`config.mk`:
```
export PLATFORM = sky130hd
export DESIGN_NAME = dma_channel_control
export DESIGN_NICKNAME = d
export VERILOG_FILES = /design/src/dma_channel_control_fix.sv /design/src/dma_channel_pkg.sv /design/src/dma_channel_control.sv
export SDC_FILE = /design/constraint.sdc
export NUM_CORES = 1
export LEC_CHECK = 0
export BUFFER_PORTS_ARGS = -buffer_cell sky130_fd_sc_hd__buf_2
export CORE_MARGIN = 2
export CORE_UTILIZATION = 55
export CTS_BUF_LIST = sky130_fd_sc_hd__clkbuf_8
export CTS_CLUSTER_SIZE = 10
export DETAILED_ROUTE_END_ITERATION = 10
export GPL_ROUTABILITY_DRIVEN = 0
export HOLD_SLACK_MARGIN = 0.05
export PLACE_DENSITY_LB_ADDON = 0.3
export REMOVE_ABC_BUFFERS = 1
export SYNTH_ARGS = -nofsm -noshare
export SYNTH_HDL_FRONTEND = slang
export SYNTH_SLANG_ARGS = --single-unit
```
`constraint.sdc`:
```
create_clock -name clk -period 18.5 [get_ports clk]
set_clock_uncertainty 0.2 [all_clocks]
set_input_delay 3.7 -clock clk [delete_from_list [all_inputs] [get_ports clk]]
set_output_delay 3.7 -clock clk [all_outputs]
set_load 0.05 [all_outputs]
```
`src/dma_channel_control_fix.sv`:
```
// note: none

```
`src/dma_channel_pkg.sv`:
```
// constants, types and register map of the dma channel control block
package dma_channel_pkg;

  // register offsets (byte addresses)
  localparam logic [7:0] OFS_CONTROL = 8'h00;
  localparam logic [7:0] OFS_SOURCE = 8'h04;
  localparam logic [7:0] OFS_COUNT = 8'h08;
  localparam logic [7:0] OFS_STATUS = 8'h0C;

  // control register bit positions
  localparam int BIT_ENABLE = 0;
  localparam int BIT_TEND = 1;
  localparam int BIT_IRQ_EN = 2;
  localparam int BIT_SIZE_LO = 3;
  localparam int BIT_BUS_MODE = 5;
  localparam int BIT_SENSE = 6;
  localparam int BIT_REQ_LO = 8;
  localparam int BIT_SRC_LO = 12;
  localparam int BIT_DST_LO = 14;
  localparam int BIT_ACK_LEVEL = 16;
  localparam int BIT_ACK_MODE = 17;
  localparam int BIT_REQ_LEVEL = 18;
  localparam int BIT_RELOAD = 19;
  localparam int BIT_INDIRECT = 20;

  // writable bits: common to all channels, then per-channel extras
  localparam logic [31:0] MASK_COMMON = 32'h0000_FF3D;
  localparam logic [31:0] MASK_CH01 = 32'h0007_0040;
  localparam logic [31:0] MASK_CH2 = 32'h0008_0000;
  localparam logic [31:0] MASK_CH3 = 32'h0010_0000;
  localparam logic [31:0] RESET_ZERO = 32'h0000_0000;

  // source stepping modes
  localparam logic [1:0] STEP_HOLD = 2'b00;
  localparam logic [1:0] STEP_INC = 2'b01;
  localparam logic [1:0] STEP_DEC = 2'b10;

  // transfer unit sizes
  localparam logic [1:0] SIZE_BYTE = 2'b00;
  localparam logic [1:0] SIZE_WORD = 2'b01;
  localparam logic [1:0] SIZE_LONG = 2'b10;
  localparam logic [1:0] SIZE_BLOCK = 2'b11;

  // request source codes
  localparam logic [3:0] REQ_EXT_DUAL = 4'h0;
  localparam logic [3:0] REQ_EXT_TO_DEV = 4'h2;
  localparam logic [3:0] REQ_EXT_FROM_DEV = 4'h3;
  localparam logic [3:0] REQ_AUTO = 4'h4;
  localparam logic [3:0] REQ_PERIPH_FIRST = 4'hA;
  localparam int PERIPH_COUNT = 6;

  // address stepping figures
  localparam logic [31:0] STEP_POINTER = 32'h0000_0004;
  localparam logic [31:0] STEP_BLOCK = 32'h0000_0010;
  localparam logic [1:0] BLOCK_LAST_BEAT = 2'h3;
  localparam logic [31:0] COUNT_LAST = 32'h0000_0001;

  typedef enum logic [1:0] {
    ST_IDLE = 2'b00,
    ST_FETCH = 2'b01,
    ST_MOVE = 2'b10,
    ST_STEP = 2'b11
  } chan_state_e;

  // one bus cycle request towards the transfer sequencer
  typedef struct packed {
    logic fetch;
    logic [1:0] size;
    logic [31:0] addr;
  } xfer_cmd_s;

endpackage

```
`src/dma_channel_control.sv`:
```
// control logic of one dma channel: registers, request sensing, stepping, end flag
//
// Functional notes
// - source address stepped per unit by mode
// - hold, increment, decrement; prohibited code holds
// - channel three offers indirect addressing mode
// - indirect: fetch real address through pointer first
// - indirect pointer steps by four regardless size
// - external dual, single both ways, auto codes
// - six peripheral request codes decoded
// - external requests only on channels zero, one
// - sense bit: low level or falling edge
// - peripheral uses falling edge; auto ignores sense
// - bus mode: cycle steal or burst
// - unit size byte, word, long, block
// - count decrements per unit, ends at zero
// - end flag set after programmed count
// - irq enable gates completion interrupt request
// - early stop leaves end flag clear
// - flag cleared by zero after read, reset
// - auto starts on enable; others need request
// - clearing enable terminates running transfer
// - transfer needs enable, master, no flag, nmi
// - channel enable resets to zero
// - ack controls only on channels zero, one
`timescale 1ns/1ps
module dma_channel_control #(
  parameter int CHANNEL_ID = 0
) (
  // clock and reset
  input wire logic clk,
  input wire logic reset,
  // register port
  input wire logic [7:0] reg_addr,
  input wire logic [31:0] reg_wdata,
  input wire logic reg_write,
  input wire logic reg_read,
  output logic [31:0] reg_rdata_q,
  // global controls
  input wire logic master_enable,
  input wire logic nmi_flag,
  input wire logic addr_error,
  // request sources
  input wire logic transfer_request_pin_n,
  input wire logic [5:0] periph_req_n,
  output logic transfer_acknowledge_pin_q,
  // sequencer side
  output logic xfer_valid_q,
  output dma_channel_pkg::xfer_cmd_s xfer_cmd_q,
  input wire logic xfer_done,
  input wire logic [31:0] xfer_rdata,
  // interrupt
  output logic end_interrupt_q
);

  ////////////////////////////////////////////////////////////////////
  // functions

  function automatic logic [31:0] unit_bytes(input logic [1:0] size);
    unit_bytes = 32'h0000_0001;
    case (size)
      dma_channel_pkg::SIZE_BYTE: unit_bytes = 32'h0000_0001;
      dma_channel_pkg::SIZE_WORD: unit_bytes = 32'h0000_0002;
      dma_channel_pkg::SIZE_LONG: unit_bytes = 32'h0000_0004;
      dma_channel_pkg::SIZE_BLOCK: unit_bytes = dma_channel_pkg::STEP_BLOCK;
      default: unit_bytes = 32'h0000_0001;
    endcase
  endfunction

  // next source address after one unit
  function automatic logic [31:0] step_addr(input logic [31:0] addr, input logic [1:0] mode,
                                            input logic [1:0] size, input logic indirect);
    logic [31:0] delta;
    delta = indirect ? dma_channel_pkg::STEP_POINTER : unit_bytes(size);
    step_addr = addr;
    case (mode)
      dma_channel_pkg::STEP_HOLD: step_addr = addr;
      dma_channel_pkg::STEP_INC: step_addr = addr + delta;
      dma_channel_pkg::STEP_DEC: begin
        // decrement is illegal for block units outside indirect mode: hold instead
        if (indirect || size != dma_channel_pkg::SIZE_BLOCK) begin
          step_addr = addr - delta;
        end
      end
      default: step_addr = addr;
    endcase
  endfunction

  function automatic logic is_periph(input logic [3:0] code);
    is_periph = (code >= dma_channel_pkg::REQ_PERIPH_FIRST);
  endfunction

  function automatic logic is_external(input logic [3:0] code);
    is_external = (code == dma_channel_pkg::REQ_EXT_DUAL) ||
                  (code == dma_channel_pkg::REQ_EXT_TO_DEV) ||
                  (code == dma_channel_pkg::REQ_EXT_FROM_DEV);
  endfunction

  function automatic logic [31:0] write_mask(input int ch);
    write_mask = dma_channel_pkg::MASK_COMMON;
    if (ch < 2) begin
      write_mask = write_mask | dma_channel_pkg::MASK_CH01;
    end else if (ch == 2) begin
      write_mask = write_mask | dma_channel_pkg::MASK_CH2;
    end else begin
      write_mask = write_mask | dma_channel_pkg::MASK_CH3;
    end
    // the end flag has its own register
    write_mask[dma_channel_pkg::BIT_TEND] = 1'b0;
  endfunction

  localparam logic [31:0] CTRL_MASK = write_mask(CHANNEL_ID);
  localparam logic EXT_ALLOWED = (CHANNEL_ID < 2);
  localparam logic [31:0] COUNT_ONE = dma_channel_pkg::COUNT_LAST;

  ////////////////////////////////////////////////////////////////////
  // declarations

  logic [31:0] ctrl_q;
  logic tend_q;
  logic tend_seen_q;
  logic [31:0] src_q;
  logic [31:0] count_q;
  logic [31:0] data_addr_q;
  dma_channel_pkg::chan_state_e state_q;
  logic [1:0] beat_q;
  logic burst_q;
  logic req_meta_q;
  logic req_sync_q;
  logic req_prev_q;
  logic [5:0] periph_prev_q;
  logic edge_seen_q;

  logic ch_enable;
  logic [1:0] size_sel;
  logic [1:0] src_mode;
  logic [3:0] req_code;
  logic sense_edge;
  logic burst_sel;
  logic indirect;
  logic ack_level;
  logic permit;
  logic ext_sel;
  logic periph_sel;
  logic auto_sel;
  logic [2:0] periph_idx;
  logic edge_now;
  logic pending;
  logic start;
  logic unit_done;
  logic last_unit;
  logic ctrl_wr;
  logic tend_set;
  logic [31:0] ctrl_view;

  ////////////////////////////////////////////////////////////////////
  // decode of control fields

  assign ch_enable = ctrl_q[dma_channel_pkg::BIT_ENABLE];
  assign size_sel = ctrl_q[dma_channel_pkg::BIT_SIZE_LO +: 2];
  assign src_mode = ctrl_q[dma_channel_pkg::BIT_SRC_LO +: 2];
  assign req_code = ctrl_q[dma_channel_pkg::BIT_REQ_LO +: 4];
  assign sense_edge = ctrl_q[dma_channel_pkg::BIT_SENSE];
  assign burst_sel = ctrl_q[dma_channel_pkg::BIT_BUS_MODE];
  assign indirect = ctrl_q[dma_channel_pkg::BIT_INDIRECT];
  assign ack_level = ctrl_q[dma_channel_pkg::BIT_ACK_LEVEL];
  assign ctrl_view = ctrl_q | ({31'h0000_0000, tend_q} << dma_channel_pkg::BIT_TEND);

  assign permit = ch_enable && !tend_q && master_enable && !nmi_flag && !addr_error;
  assign ext_sel = EXT_ALLOWED && is_external(req_code);
  assign periph_sel = is_periph(req_code);
  assign auto_sel = (req_code == dma_channel_pkg::REQ_AUTO);
  assign periph_idx = 3'(req_code - dma_channel_pkg::REQ_PERIPH_FIRST);
  assign ctrl_wr = reg_write && (reg_addr == dma_channel_pkg::OFS_CONTROL);

  ////////////////////////////////////////////////////////////////////
  // request sensing

  // request pin comes from outside: two flops before use
  always_ff @(posedge clk or posedge reset) begin
    if (reset) begin
      req_meta_q <= 1'b1;
      req_sync_q <= 1'b1;
      req_prev_q <= 1'b1;
    end else begin
      req_meta_q <= transfer_request_pin_n;
      req_sync_q <= req_meta_q;
      req_prev_q <= req_sync_q;
    end
  end

  always_ff @(posedge clk or posedge reset) begin
    if (reset) begin
      periph_prev_q <= 6'h3F;
    end else begin
      periph_prev_q <= periph_req_n;
    end
  end

  always_comb begin
    edge_now = 1'b0;
    if (ext_sel) begin
      edge_now = req_prev_q && !req_sync_q;
    end else if (periph_sel && periph_idx < 3'(dma_channel_pkg::PERIPH_COUNT)) begin
      edge_now = periph_prev_q[periph_idx] && !periph_req_n[periph_idx];
    end
  end

  // edges only count once the channel is enabled
  always_ff @(posedge clk or posedge reset) begin
    if (reset) begin
      edge_seen_q <= 1'b0;
    end else if (ch_enable && edge_now) begin
      edge_seen_q <= 1'b1;
    end else if (!ch_enable || start) begin
      edge_seen_q <= 1'b0;
    end
  end

  always_comb begin
    pending = 1'b0;
    if (auto_sel) begin
      pending = 1'b1;
    end else if (ext_sel) begin
      pending = sense_edge ? edge_seen_q : !req_sync_q;
    end else if (periph_sel) begin
      pending = edge_seen_q;
    end
  end

  assign start = (state_q == dma_channel_pkg::ST_IDLE) && permit && pending;
  assign unit_done = (state_q == dma_channel_pkg::ST_MOVE) && xfer_done &&
                     (size_sel != dma_channel_pkg::SIZE_BLOCK ||
                      beat_q == dma_channel_pkg::BLOCK_LAST_BEAT);
  assign last_unit = (count_q == dma_channel_pkg::COUNT_LAST);
  assign tend_set = unit_done && last_unit && permit;

  ////////////////////////////////////////////////////////////////////
  // channel sequencer

  always_ff @(posedge clk or posedge reset) begin
    if (reset) begin
      state_q <= dma_channel_pkg::ST_IDLE;
    end else if (!permit) begin
      state_q <= dma_channel_pkg::ST_IDLE;
    end else begin
      case (state_q)
        dma_channel_pkg::ST_IDLE: begin
          if (start) begin
            state_q <= indirect ? dma_channel_pkg::ST_FETCH : dma_channel_pkg::ST_MOVE;
          end
        end
        dma_channel_pkg::ST_FETCH: begin
          if (xfer_done) begin
            state_q <= dma_channel_pkg::ST_MOVE;
          end
        end
        dma_channel_pkg::ST_MOVE: begin
          if (unit_done) begin
            state_q <= dma_channel_pkg::ST_STEP;
          end
        end
        dma_channel_pkg::ST_STEP: begin
          if (tend_q || !burst_q) begin
            state_q <= dma_channel_pkg::ST_IDLE;
          end else begin
            state_q <= indirect ? dma_channel_pkg::ST_FETCH : dma_channel_pkg::ST_MOVE;
          end
        end
        default: state_q <= dma_channel_pkg::ST_IDLE;
      endcase
    end
  end

  // burst keeps running once started; cycle steal needs a request per unit
  always_ff @(posedge clk or posedge reset) begin
    if (reset) begin
      burst_q <= 1'b0;
    end else if (start) begin
      burst_q <= burst_sel;
    end else if (!permit) begin
      burst_q <= 1'b0;
    end
  end

  always_ff @(posedge clk or posedge reset) begin
    if (reset) begin
      beat_q <= 2'h0;
    end else if (state_q != dma_channel_pkg::ST_MOVE) begin
      beat_q <= 2'h0;
    end else if (xfer_done) begin
      beat_q <= beat_q + 2'h1;
    end
  end

  // fetched data address in indirect mode
  always_ff @(posedge clk or posedge reset) begin
    if (reset) begin
      data_addr_q <= dma_channel_pkg::RESET_ZERO;
    end else if (state_q == dma_channel_pkg::ST_FETCH && xfer_done) begin
      data_addr_q <= xfer_rdata;
    end
  end

  ////////////////////////////////////////////////////////////////////
  // sequencer requests and pins

  always_ff @(posedge clk or posedge reset) begin
    if (reset) begin
      xfer_valid_q <= 1'b0;
      xfer_cmd_q <= '0;
    end else begin
      xfer_valid_q <= permit && !xfer_done &&
                      (state_q == dma_channel_pkg::ST_FETCH ||
                       state_q == dma_channel_pkg::ST_MOVE);
      xfer_cmd_q.fetch <= (state_q == dma_channel_pkg::ST_FETCH);
      xfer_cmd_q.size <= (size_sel == dma_channel_pkg::SIZE_BLOCK) ?
                         dma_channel_pkg::SIZE_LONG : size_sel;
      if (state_q == dma_channel_pkg::ST_FETCH) begin
        xfer_cmd_q.addr <= src_q;
      end else begin
        xfer_cmd_q.addr <= (indirect ? data_addr_q : src_q) +
                           (32'(beat_q) * dma_channel_pkg::STEP_POINTER);
      end
    end
  end

  // acknowledge driven at the selected level while an external unit moves
  always_ff @(posedge clk or posedge reset) begin
    if (reset) begin
      transfer_acknowledge_pin_q <= 1'b1;
    end else if (ext_sel && state_q == dma_channel_pkg::ST_MOVE && permit) begin
      transfer_acknowledge_pin_q <= ack_level;
    end else begin
      transfer_acknowledge_pin_q <= !ack_level;
    end
  end

  ////////////////////////////////////////////////////////////////////
  // registers

  always_ff @(posedge clk or posedge reset) begin
    if (reset) begin
      ctrl_q <= dma_channel_pkg::RESET_ZERO;
    end else if (ctrl_wr) begin
      ctrl_q <= reg_wdata & CTRL_MASK;
    end
  end

  // source address, or pointer in indirect mode; hardware step wins
  always_ff @(posedge clk or posedge reset) begin
    if (reset) begin
      src_q <= dma_channel_pkg::RESET_ZERO;
    end else if (unit_done && permit) begin
      src_q <= step_addr(src_q, src_mode, size_sel, indirect);
    end else if (reg_write && reg_addr == dma_channel_pkg::OFS_SOURCE) begin
      src_q <= reg_wdata;
    end
  end

  always_ff @(posedge clk or posedge reset) begin
    if (reset) begin
      count_q <= dma_channel_pkg::RESET_ZERO;
    end else if (unit_done && permit) begin
      count_q <= count_q - COUNT_ONE;
    end else if (reg_write && reg_addr == dma_channel_pkg::OFS_COUNT) begin
      count_q <= reg_wdata;
    end
  end

  // clear armed by a read that saw the flag set
  always_ff @(posedge clk or posedge reset) begin
    if (reset) begin
      tend_seen_q <= 1'b0;
    end else if (reg_read && reg_addr == dma_channel_pkg::OFS_CONTROL && tend_q) begin
      tend_seen_q <= 1'b1;
    end else if (ctrl_wr || !tend_q) begin
      tend_seen_q <= 1'b0;
    end
  end

  always_ff @(posedge clk or posedge reset) begin
    if (reset) begin
      tend_q <= 1'b0;
    end else if (tend_set) begin
      tend_q <= 1'b1;
    end else if (ctrl_wr && tend_seen_q && !reg_wdata[dma_channel_pkg::BIT_TEND]) begin
      tend_q <= 1'b0;
    end
  end

  always_ff @(posedge clk or posedge reset) begin
    if (reset) begin
      end_interrupt_q <= 1'b0;
    end else begin
      end_interrupt_q <= tend_q && ctrl_q[dma_channel_pkg::BIT_IRQ_EN];
    end
  end

  // read data stand only in the cycle after the read strobe
  always_ff @(posedge clk or posedge reset) begin
    if (reset) begin
      reg_rdata_q <= dma_channel_pkg::RESET_ZERO;
    end else if (reg_read) begin
      case (reg_addr)
        dma_channel_pkg::OFS_CONTROL: reg_rdata_q <= ctrl_view;
        dma_channel_pkg::OFS_SOURCE: reg_rdata_q <= src_q;
        dma_channel_pkg::OFS_COUNT: reg_rdata_q <= count_q;
        dma_channel_pkg::OFS_STATUS: reg_rdata_q <= {27'h000_0000, permit, pending,
                                                     burst_q, state_q};
        default: reg_rdata_q <= dma_channel_pkg::RESET_ZERO;
      endcase
    end else begin
      reg_rdata_q <= dma_channel_pkg::RESET_ZERO;
    end
  end

endmodule

```
==> flow_summary.json, run 1 <==
{
  "holdCritPathClass": "register to register",
  "detailroute.via_count": 8386,
  "worstMarginPinSlew_ns": 1.14,
  "pwr_density_cell_mw_per_mm2": 74.7,
  "critical_path_fanout_max": 32,
  "fp.dieW_um": 136,
  "mappedNetlistArea_mm2": 0.00956,
  "maximum_number_of_pins_on_one_net_before_global_route_repair": 95,
  "ys_seq_elements": 168,
  "drv.max_cap_violation_count": 0,
  "total_power_mw": 0.804,
  "preCtsSetupSlack_ns": 11.14,
  "rsz0062_at_grt": "no",
  "post_cts_resized": 0,
  "layout-area-overhead-vs-synth_pct": 12.6,
  "worst_skew_pair.late_latency_ns": 0.46,
  "synth_ff_type": "sky130_fd_sc_hd__dfrtp_1",
  "crit-reg2reg-capture": "src_q[28]$_DFFE_PP0P_",
  "timing.critical_path.slowest_stage_cell": "sky130_fd_sc_hd__and3_1",
  "report.final.hold_viol_count": 0,
  "post-synth-top-area-fraction": 0.414,
  "min-delay-start": "req_meta_q$_DFF_PP1_",
  "post_detailed_routing_wire_length_um": 25600,
  "yosys-top-cells-count": "sky130_fd_sc_hd__dfrtp_1 (158), sky130_fd_sc_hd__nor2_1 (132), sky130_fd_sc_hd__nand2_1 (102), sky130_fd_sc_hd__a21oi_1 (99), sky130_fd_sc_hd__o21ai_0 (47)",
  "cts_tree": "done",
  "track_usage": 0.289,
  "cts_post_setup_buffers_inserted": 0,
  "synth.avg_cell_area_um2": 9.22,
  "port_buffers": 124,
  "maxClockFrequency_mhz": 143,
  "grt-ovfl-total": 0,
  "core-area_mm2": 0.0171,
  "numClockSinks": 168,
  "synth_enable_flop_cells": 0,
  "clk_pin_slew_worst_setup_hold_paths_ns": 0.09,
  "layout_worst_path_cycle_share": 0.379,
  "count_of_nets_after_finishing": 1277,
  "use_met1": 0.412,
  "ant_nets": 0,
  "count_of_final_setup_violators": 0,
  "yosys.cell_types.count": 78,
  "cp_cell_sequence": "buf_2 > nor2b_1 > buf_4 > and3_1 > nand3_1 > nand2_2 > o21ai_0 > a32o_1 > a2111oi_2 > nor2_1",
  "r2r_start": "ctrl_q[12]$_DFFE_PP0P_",
  "tritoncts.num_buffers": 17,
  "antenna_violations_before_repair": 1,
  "timing.final.ws_setup_ns": 11.48,
  "ff2ff_setup_slack_ns": 14.25,
  "met3_track_demand_over_resource": 0.0589,
  "post_synth_main_area_contributors": "sky130_fd_sc_hd__dfrtp_1 (41%), sky130_fd_sc_hd__ha_1 (5.6%), sky130_fd_sc_hd__a21oi_1 (5.2%)",
  "ctsHoldBuffers": 0,
  "required_ns": 18.65,
  "yosysTopAreaCell": "sky130_fd_sc_hd__dfrtp_1",
  "totalNegativeSetupSlack_ns": 0,
  "wl_per_cell_um": 18.5,
  "design.portCount": 157,
  "global_route_track_usage_on_met2": 0.442,
  "total_iterations_of_the_first_detailed_routing_run": 6,
  "first_global_vias": 7919,
  "drive_gt1_frac": 0.186,
  "total_half_perimeter_wirelength_after_legalization_and_detailed_placement_um": 17700,
  "slew_violations": 0,
  "status": "completed",
  "worst-endpoint-arrival_ns": 7.17,
  "synth_seq_area_share": 0.441,
  "worst_setup_path_start_kind": "input port",
  "fp.dieH_um": 136,
  "synth_async_sr_flop_share": 1.00,
  "drt-initial-drc-count": 791,
  "leakagePower_nw": 5.19,
  "ir_drop_v": 0.0000431,
  "ctsLongestPathBuffers": 2,
  "max_slew_headroom": 0.236,
  "timing.critical_path.slowest_cell_delay_ns": 0.71,
  "grt_first_pass_wirelength_um": 41200,
  "row_count": 48,
  "fp.dieArea_mm2": 0.0184,
  "clk_root_buffer_cell": "sky130_fd_sc_hd__clkbuf_8",
  "category_of_the_most_critical_setup_path": "input port to register",
  "critical_path.startpoint": "reg_addr[2]",
  "worst_setup_path_endpoint": "src_q[31]$_DFFE_PP0P_",
  "yosysMostFrequentCell": "sky130_fd_sc_hd__dfrtp_1",
  "synth.yosys.warnings": 0,
  "initial_utilization": 0.558,
  "grt.busiest_layer": "met2",
  "r2r.worst_path.cells": 12,
  "cts_htree_levels": 4,
  "worst_setup_path_end_kind": "register",
  "post-route-drc-count": 0,
  "via_per_inst": 6.06,
  "post_synth_inst_count": 1037,
  "period_minus_slack_ns": 7.02
}
## layout by cell type (no fill, tap or decap), types with 7 or more instances in the layout
cell	instances
sky130_fd_sc_hd__dfrtp_1	158
sky130_fd_sc_hd__nor2_1	132
sky130_fd_sc_hd__buf_2	124
sky130_fd_sc_hd__nand2_1	102
sky130_fd_sc_hd__a21oi_1	99
sky130_fd_sc_hd__o21ai_0	47
sky130_fd_sc_hd__ha_1	43
sky130_fd_sc_hd__nand3_1	42
sky130_fd_sc_hd__inv_1	41
sky130_fd_sc_hd__xnor2_1	33
sky130_fd_sc_hd__xor2_1	23
sky130_fd_sc_hd__mux2i_1	22
sky130_fd_sc_hd__nor3_1	21
sky130_fd_sc_hd__mux2_2	20
sky130_fd_sc_hd__clkbuf_8	20
sky130_fd_sc_hd__a22oi_1	16
sky130_fd_sc_hd__a31oi_1	13
sky130_fd_sc_hd__and3_1	12
sky130_fd_sc_hd__o211ai_1	11
sky130_fd_sc_hd__a21o_1	11
sky130_fd_sc_hd__nand4_1	10
sky130_fd_sc_hd__dfstp_2	10
sky130_fd_sc_hd__nor2b_1	9
sky130_fd_sc_hd__buf_4	8
sky130_fd_sc_hd__or3_1	7
sky130_fd_sc_hd__o21ai_1	7
sky130_fd_sc_hd__a221oi_1	7
## flip-flops by register name (all words and copies together), names as in the netlist, 2 cells and up
register,flops
periph_prev_q,6
count_q,32
src_q,32
reg_rdata_q,32
ctrl_q,17
xfer_cmd_q,35
state_q,2
beat_q,2
## per-layer routing
layer  share of wire  vias up
met5               0        -
met4           0.019        0
met1            0.44     4027
li1                -     3901
met3           0.086       41
met2            0.46      417
## critical path: cells and delay by family
kind | cells | cell delay [ns]
compound gates | 3 | 0.75
buf+inv | 2 | 0.72
simple gates | 5 | 1.97
## where the power goes
| part | switching (mW) | total (mW) | internal, mW |
|---|---|---|---|
| Combinational | 0.0790 | 0.121 | 0.0416 |
| Clock | 0.132 | 0.274 | 0.142 |
| Sequential | 0.0233 | 0.409 | 0.386 |
| Total | 0.234 | 0.804 | 0.569 |
## metrics by stage
step           instance area (µm²)  hold slack (ns)   util  instances
2_1_floorplan                 9380            0.145      -        994
3_3_place_gp                 10300            0.147  0.605       1351
6_report                     10800            0.160  0.629       1384
5_1_grt                      10800            0.166  0.629       1383
3_5_place_dp                 10300            0.148  0.605       1351
4_1_cts                      10800            0.160  0.629       1383
## kinds of logic after synthesis
group	count (synthesis)	synth area share
muxes	42	0.0466
adders and majority gates	45	0.0605
buffers and inverters	81	0.0336
xor gates and xnor gates	56	0.0513
AOI/OAI and AO/OA	261	0.175
DFF	168	0.441
and+or+nand+nor	384	0.192
## area by class of cell
| cell class | count | area [µm²] |
|---|---|---|
| Clock buffer | 20 | 275 |
| Multi-Input combinational cell | 788 | 5020 |
| Sequential cell | 168 | 4220 |
| Fill cell | 1432 | 6350 |
| Antenna cell | 1 | 2.50 |
| Tap cell | 225 | 282 |
| Clock inverter | 12 | 135 |
| Inverter | 38 | 148 |
| Timing Repair Buffer | 132 | 681 |
## worst min-delay path by stage
stage	to	slack, ns	cells after the start
floorplan	req_sync_q$_DFF_PP1_	0.15	0
global placement	req_sync_q$_DFF_PP1_	0.15	0
detailed placement	req_sync_q$_DFF_PP1_	0.15	0
CTS	req_sync_q$_DFF_PP1_	0.16	0
global route	req_sync_q$_DFF_PP1_	0.17	0
finish	req_sync_q$_DFF_PP1_	0.16	0
(Power assumes the default switching activity.)
==> run 2: changes to the inputs <==
- ABC_AREA: unset -> 1
- CORE_UTILIZATION: 55 -> 54
- clock period: 18.5 -> 6.35 ns (I/O delays scaled with it)
==> flow_summary.json, run 2 <==
{
  "worst-endpoint-arrival_ns": 4.71,
  "synth_ff_type": "sky130_fd_sc_hd__dfrtp_1",
  "maxClockFrequency_mhz": 222,
  "report.final.hold_viol_count": 0,
  "first_global_vias": 9906,
  "numClockSinks": 168,
  "synth_seq_area_share": 0.385,
  "r2r_start": "state_q[0]$_DFFE_PP0P_",
  "leakagePower_nw": 6.51,
  "required_ns": 6.55,
  "count_of_nets_after_finishing": 1823,
  "largest_reg_flops": 35,
  "pwr_density_cell_mw_per_mm2": 201,
  "layout_commonest_cell": "sky130_fd_sc_hd__nand2_1",
  "crit-reg2reg-capture": "src_q[6]$_DFFE_PP0P_",
  "timing.final.ws_setup_ns": 1.84,
  "detailroute.via_count": 10800,
  "yosys-top-cells-count": "sky130_fd_sc_hd__nand2_1 (426), sky130_fd_sc_hd__inv_1 (258), sky130_fd_sc_hd__nor2_1 (197), sky130_fd_sc_hd__dfrtp_1 (158), sky130_fd_sc_hd__a21oi_1 (102)",
  "preCtsSetupSlack_ns": 1.47,
  "clk_root_buffer_cell": "sky130_fd_sc_hd__clkbuf_8",
  "hold_critical_path_endpoint": "req_sync_q$_DFF_PP1_",
  "r2r.worst_path.cells": 11,
  "slew_violations": 0,
  "num-fill-cells": 1893,
  "fp.dieArea_mm2": 0.0214,
  "critical_path_fanout_max": 43,
  "clk_pin_slew_worst_setup_hold_paths_ns": 0.08,
  "cts_post_setup_buffers_inserted": 0,
  "layout-area-overhead-vs-synth_pct": 10.9,
  "maximum_number_of_pins_on_one_net_before_global_route_repair": 64,
  "port_buffers": 124,
  "total_iterations_of_the_first_detailed_routing_run": 7,
  "holdCritPathClass": "register to register",
  "min-delay-start": "req_meta_q$_DFF_PP1_",
  "core-area_mm2": 0.0200,
  "layout_worst_path_cycle_share": 0.710,
  "totalNegativeSetupSlack_ns": 0,
  "fp.dieH_um": 146,
  "worst_skew_pair.late_latency_ns": 0.48,
  "instance_count_along_the_most_critical_hold_path": 0,
  "period_minus_slack_ns": 4.51,
  "antenna_violations_before_repair": 0,
  "count_of_final_setup_violators": 0,
  "via_per_inst": 5.48,
  "fp.dieW_um": 146,
  "register_with_the_most_flip_flops": "xfer_cmd_q",
  "tritoncts.num_buffers": 17,
  "ctsHoldBuffers": 0,
  "post_synth_main_area_contributors": "sky130_fd_sc_hd__dfrtp_1 (36%), sky130_fd_sc_hd__nand2_1 (15%), sky130_fd_sc_hd__inv_1 (8.8%)",
  "post_detailed_routing_wire_length_um": 31800,
  "fin_util": 0.606,
  "mappedNetlistArea_mm2": 0.0109,
  "synth.avg_cell_area_um2": 6.93,
  "worstMarginPinSlew_ns": 1.13,
  "cts_tree": "done",
  "synth_enable_flop_cells": 0,
  "status": "completed",
  "rsz0062_at_grt": "no",
  "initial_utilization": 0.546,
  "drive_gt1_frac": 0.120,
  "track_usage": 0.298,
  "drv.max_cap_violation_count": 0,
  "yosysMostFrequentCell": "sky130_fd_sc_hd__nand2_1",
  "most_frequent_cells_in_the_layout": "sky130_fd_sc_hd__nand2_1 (426), sky130_fd_sc_hd__inv_1 (257), sky130_fd_sc_hd__nor2_1 (196)",
  "max_slew_headroom": 0.244,
  "grt_first_pass_wirelength_um": 50300,
  "cts_htree_levels": 4,
  "post_cts_resized": 0,
  "drt-initial-drc-count": 1154,
  "design.portCount": 157,
  "grt-ovfl-total": 0,
  "worst_setup_path_end_kind": "register",
  "ys_seq_elements": 168,
  "wl_per_cell_um": 16.1,
  "ant_nets": 0,
  "post-route-drc-count": 0,
  "synth.yosys.warnings": 0,
  "worst_setup_path_start_kind": "input port",
  "total_half_perimeter_wirelength_after_legalization_and_detailed_placement_um": 24500,
  "synth_async_sr_flop_share": 1.00,
  "ctsLongestPathBuffers": 2,
  "yosys.cell_types.count": 53,
  "row_count": 52,
  "critical_path.startpoint": "reg_addr[1]",
  "category_of_the_most_critical_setup_path": "input port to register",
  "ir_drop_v": 0.000130,
  "ff2ff_setup_slack_ns": 2.43,
  "antenna_cells_inserted": 0,
  "post-synth-top-area-fraction": 0.361,
  "yosysTopAreaCell": "sky130_fd_sc_hd__dfrtp_1",
  "post_synth_inst_count": 1578
}
run 2: cell count changes in the layout (fill, tap and decap cells not counted), moves of 12 or more:
cell | previous run | this run
sky130_fd_sc_hd__and3_1 | 12 | 0
sky130_fd_sc_hd__inv_1 | 41 | 257
sky130_fd_sc_hd__mux2_2 | 20 | 0
sky130_fd_sc_hd__mux2i_1 | 22 | 1
sky130_fd_sc_hd__nand2_1 | 102 | 426
sky130_fd_sc_hd__nand3_1 | 42 | 89
sky130_fd_sc_hd__nor2_1 | 132 | 196
sky130_fd_sc_hd__o21ai_0 | 47 | 69
sky130_fd_sc_hd__xnor2_1 | 33 | 11
run 2: critical path, stage by stage:
cell and delay (ns):
sky130_fd_sc_hd__buf_2 0.10, sky130_fd_sc_hd__or2_1 0.28, sky130_fd_sc_hd__inv_2 0.09, sky130_fd_sc_hd__nand4_1 0.58, sky130_fd_sc_hd__inv_1 0.79, sky130_fd_sc_hd__nand3_2 0.52
sky130_fd_sc_hd__nand2_2 0.79, sky130_fd_sc_hd__nor2_1 0.10, sky130_fd_sc_hd__a21oi_1 0.16
run 2: worst max-delay path by stage:
stage	cells after the start	endpoint	slack [ns]
finish	9	src_q[19]$_DFFE_PP0P_	1.84
global route	9	src_q[6]$_DFFE_PP0P_	1.57
CTS	9	src_q[6]$_DFFE_PP0P_	1.96
detailed placement	9	src_q[8]$_DFFE_PP0P_	1.47
global placement	8	src_q[8]$_DFFE_PP0P_	1.55
floorplan	1	beat_q[0]$_DFFE_PP0P_	0.35
run 2: power breakdown:
part	switching, mW	internal, mW
combinational	0.336	0.150
sequential	0.0694	1.14
clock	0.412	0.333
run 2: metrics by stage:
stage	cells	power, mW	hold slack [ns]	area, µm²
2_1_floorplan	1542	1.56	0.145	10700
6_report	1973	2.44	0.160	12100
3_5_place_dp	1942	1.70	0.148	11800
5_1_grt	1973	2.55	0.172	12100
4_1_cts	1973	2.43	0.161	12100
3_3_place_gp	1942	1.69	0.148	11800
run 2: area by class of cell:
cell class / instances / area (µm²) / area share
Sequential cell: 168 / 4220 / 0.347
Clock inverter: 12 / 118 / 0.00969
Inverter: 264 / 1000 / 0.0827
Timing Repair Buffer: 130 / 666 / 0.0549
Tap cell: 270 / 338 / 0.0278
Clock buffer: 19 / 262 / 0.0215
Multi-Input combinational cell: 1110 / 5530 / 0.456
run 2: layer usage:
metal / vias to the layer above / track usage / wire length (µm)
met1: 4971 / 0.412 / 13400
met3: 66 / 0.0528 / 2830
met2: 539 / 0.471 / 14500
met4: 0 / 0.114 / 1040
li1: 5231 / - / -
met5: - / 0 / 0
run 2: cells by family after synthesis:
family | share of synthesized area
AO/OA/AOI/OAI | 0.119
XOR/XNOR | 0.0280
adder cells (fa/ha/maj) | 0.0528
buffers and inverters | 0.109
flip-flops | 0.385
multiplexers | 0.000915
AND/OR/NAND/NOR | 0.304
==> run 3: changes to the inputs <==
- clock period: 6.35 -> 3.7 ns (I/O delays scaled with it)
==> flow_summary.json, run 3 (same netlist as run 2, synthesis figures left out) <==
{
  "total_power_mw": 4.26,
  "maxClockFrequency_mhz": 331,
  "period_minus_slack_ns": 3.02,
  "drive_gt1_frac": 0.125,
  "detailroute.via_count": 10900,
  "count_of_nets_after_finishing": 1832,
  "instance_count_along_the_most_critical_hold_path": 1,
  "p_switching_mw": 1.43,
  "slew_violations": 0,
  "maximum_number_of_pins_on_one_net_before_global_route_repair": 74,
  "stdcell_area_mm2": 0.0122,
  "max_slew_headroom": 0.466,
  "min-delay-start": "transfer_request_pin_n",
  "design.portCount": 157,
  "most_frequent_cells_in_the_layout": "sky130_fd_sc_hd__nand2_1 (426), sky130_fd_sc_hd__inv_1 (258), sky130_fd_sc_hd__nor2_1 (196)",
  "antenna_cells_inserted": 0,
  "count_of_final_setup_violators": 0,
  "pwr_density_cell_mw_per_mm2": 348,
  "pwr-share-comb": 0.197,
  "post-route-drc-count": 0,
  "r2r.worst_path.cells": 15,
  "first_global_vias": 10100,
  "report.final.hold_viol_count": 0,
  "ant_nets": 0,
  "hold_critical_path_endpoint": "req_meta_q$_DFF_PP1_",
  "post_cts_resized": 0,
  "cts_tree": "done",
  "layout_commonest_cell": "sky130_fd_sc_hd__nand2_1",
  "layout_worst_path_cycle_share": 0.816,
  "internal_power_mw": 2.83,
  "crit-reg2reg-capture": "src_q[22]$_DFFE_PP0P_",
  "grt-ovfl-total": 0,
  "critPathBufInv": 1,
  "ir_drop_v": 0.000204,
  "fp.dieArea_mm2": 0.0214,
  "initial_utilization": 0.546,
  "via_per_inst": 5.49,
  "fp.dieH_um": 146,
  "worstMarginPinSlew_ns": 0.798,
  "layout-area-overhead-vs-synth_pct": 11.8,
  "worst_skew_pair.late_latency_ns": 0.48,
  "wl_per_cell_um": 16.0,
  "row_count": 52,
  "status": "completed",
  "rsz0062_at_grt": "no",
  "drv.max_cap_violation_count": 0,
  "required_ns": 3.91,
  "tritoncts.num_buffers": 17,
  "timing.critical_path.slowest_stage_cell": "sky130_fd_sc_hd__fa_1",
  "worst_setup_path_end_kind": "register",
  "total_iterations_of_the_first_detailed_routing_run": 6,
  "power.share.switching": 0.336,
  "ff2ff_setup_slack_ns": 0.68,
  "placed_cell_area_mm2": 0.0118,
  "leakagePower_nw": 6.58,
  "clk_root_buffer_cell": "sky130_fd_sc_hd__clkbuf_8",
  "drt-initial-drc-count": 1164,
  "total_half_perimeter_wirelength_after_legalization_and_detailed_placement_um": 24400,
  "holdCritPathClass": "input port to register",
  "antenna_violations_before_repair": 0,
  "r2r_start": "ctrl_q[13]$_DFFE_PP0P_",
  "crit_top_cell": "sky130_fd_sc_hd__nand2_1",
  "clock_power_share": 0.317,
  "cts_post_setup_buffers_inserted": 0,
  "fp.dieW_um": 146,
  "register_with_the_most_flip_flops": "xfer_cmd_q",
  "ctsHoldBuffers": 0,
  "largest_reg_flops": 35,
  "grt_first_pass_wirelength_um": 51200,
  "numClockSinks": 168,
  "cts_htree_levels": 4,
  "crit_family": "simple AND/OR/NAND/NOR gates",
  "timing.critical_path.slowest_cell_delay_ns": 0.53,
  "core-area_mm2": 0.0200,
  "port_buffers": 124,
  "clk_pin_slew_worst_setup_hold_paths_ns": 0.10,
  "critical_path_fanout_max": 5,
  "worst_setup_path_start_kind": "register",
  "category_of_the_most_critical_setup_path": "register to register",
  "track_usage": 0.302,
  "power.sequential.fraction": 0.486,
  "post_detailed_routing_wire_length_um": 31800,
  "worst-endpoint-arrival_ns": 3.24,
  "cp_cell_sequence": "ha_1 > inv_1 > o21ai_0 > fa_1 > nand3_1 > nand3_1 > nand2_1 > nand2_1 > nand2_1 > nand2_1 > nand2_1 > nand2_1 > nand2_1 > nand3_1 > a21oi_1",
  "ctsLongestPathBuffers": 2
}
[run 3: changes by cell type in the layout (fill, tap and decap cells not counted)]
cell                         delta
sky130_fd_sc_hd__bufinv_16      +1
sky130_fd_sc_hd__buf_4          +8
sky130_fd_sc_hd__inv_8          +1
sky130_fd_sc_hd__inv_1          +1
sky130_fd_sc_hd__inv_6          +1
sky130_fd_sc_hd__clkinvlp_4     -2
sky130_fd_sc_hd__buf_12         +1
sky130_fd_sc_hd__clkbuf_8       -2
sky130_fd_sc_hd__clkinv_2       -1
sky130_fd_sc_hd__clkinv_4       +2
[run 3: final cells by class]
class,instances,area [µm²]
clock buffer,17,234
clock inverter,15,169
fill,1879,7800
inverter,264,1000
multi-input combinational,1110,5530
sequential,168,4220
tap,270,338
timing repair buffer,139,746
[run 3: how the worst max path moves through the flow]
stage                                 from                    end  slack, ns  cells after the start
floorplan                            reset  beat_q[0]$_DFFE_PP0P_      -1.77                      1
global placement    ctrl_q[12]$_DFFE_PP0P_  src_q[28]$_DFFE_PP0P_       0.74                     13
detailed placement  ctrl_q[12]$_DFFE_PP0P_  src_q[26]$_DFFE_PP0P_       0.71                     14
CTS                 ctrl_q[12]$_DFFE_PP0P_  src_q[26]$_DFFE_PP0P_       0.70                     14
global route        ctrl_q[12]$_DFFE_PP0P_  src_q[28]$_DFFE_PP0P_       0.30                     13
finish              ctrl_q[13]$_DFFE_PP0P_  src_q[22]$_DFFE_PP0P_       0.68                     15
[run 3: per-stage QoR]
| step | hold slack, ns | worst slack [ns] | util | setup TNS (ns) | cells |
|---|---|---|---|---|---|
| after floorplan | 0.145 | -1.77 | - | -284.86 | 1542 |
| after global placement | 0.148 | 0.742 | 0.591 | 0 | 1951 |
| after detailed placement | 0.152 | 0.709 | 0.591 | 0 | 1951 |
| after CTS | 0.136 | 0.695 | 0.611 | 0 | 1983 |
| after global routing | 0.131 | 0.304 | 0.611 | 0 | 1983 |
| final | 0.151 | 0.679 | 0.611 | 0 | 1983 |
[run 3: power by group through the flow]
stage	Sequential (mW)	Clock, mW	Combinational, mW
2_1_floorplan	2.19	0	0.481
4_1_cts	2.06	1.36	0.828
5_1_grt	2.08	1.44	0.927
3_5_place_dp	2.10	0	0.825
6_report	2.07	1.35	0.837
3_3_place_gp	2.10	0	0.806
[run 3: per-layer routing]
layer  vias to the layer above  global-route usage  wire, µm
li1                       5256                   -         -
met1                      5059               0.421     13700
met2                       512               0.482     14500
met3                        68              0.0453      2630
met4                         0               0.106       967
met5                         -                   0         0
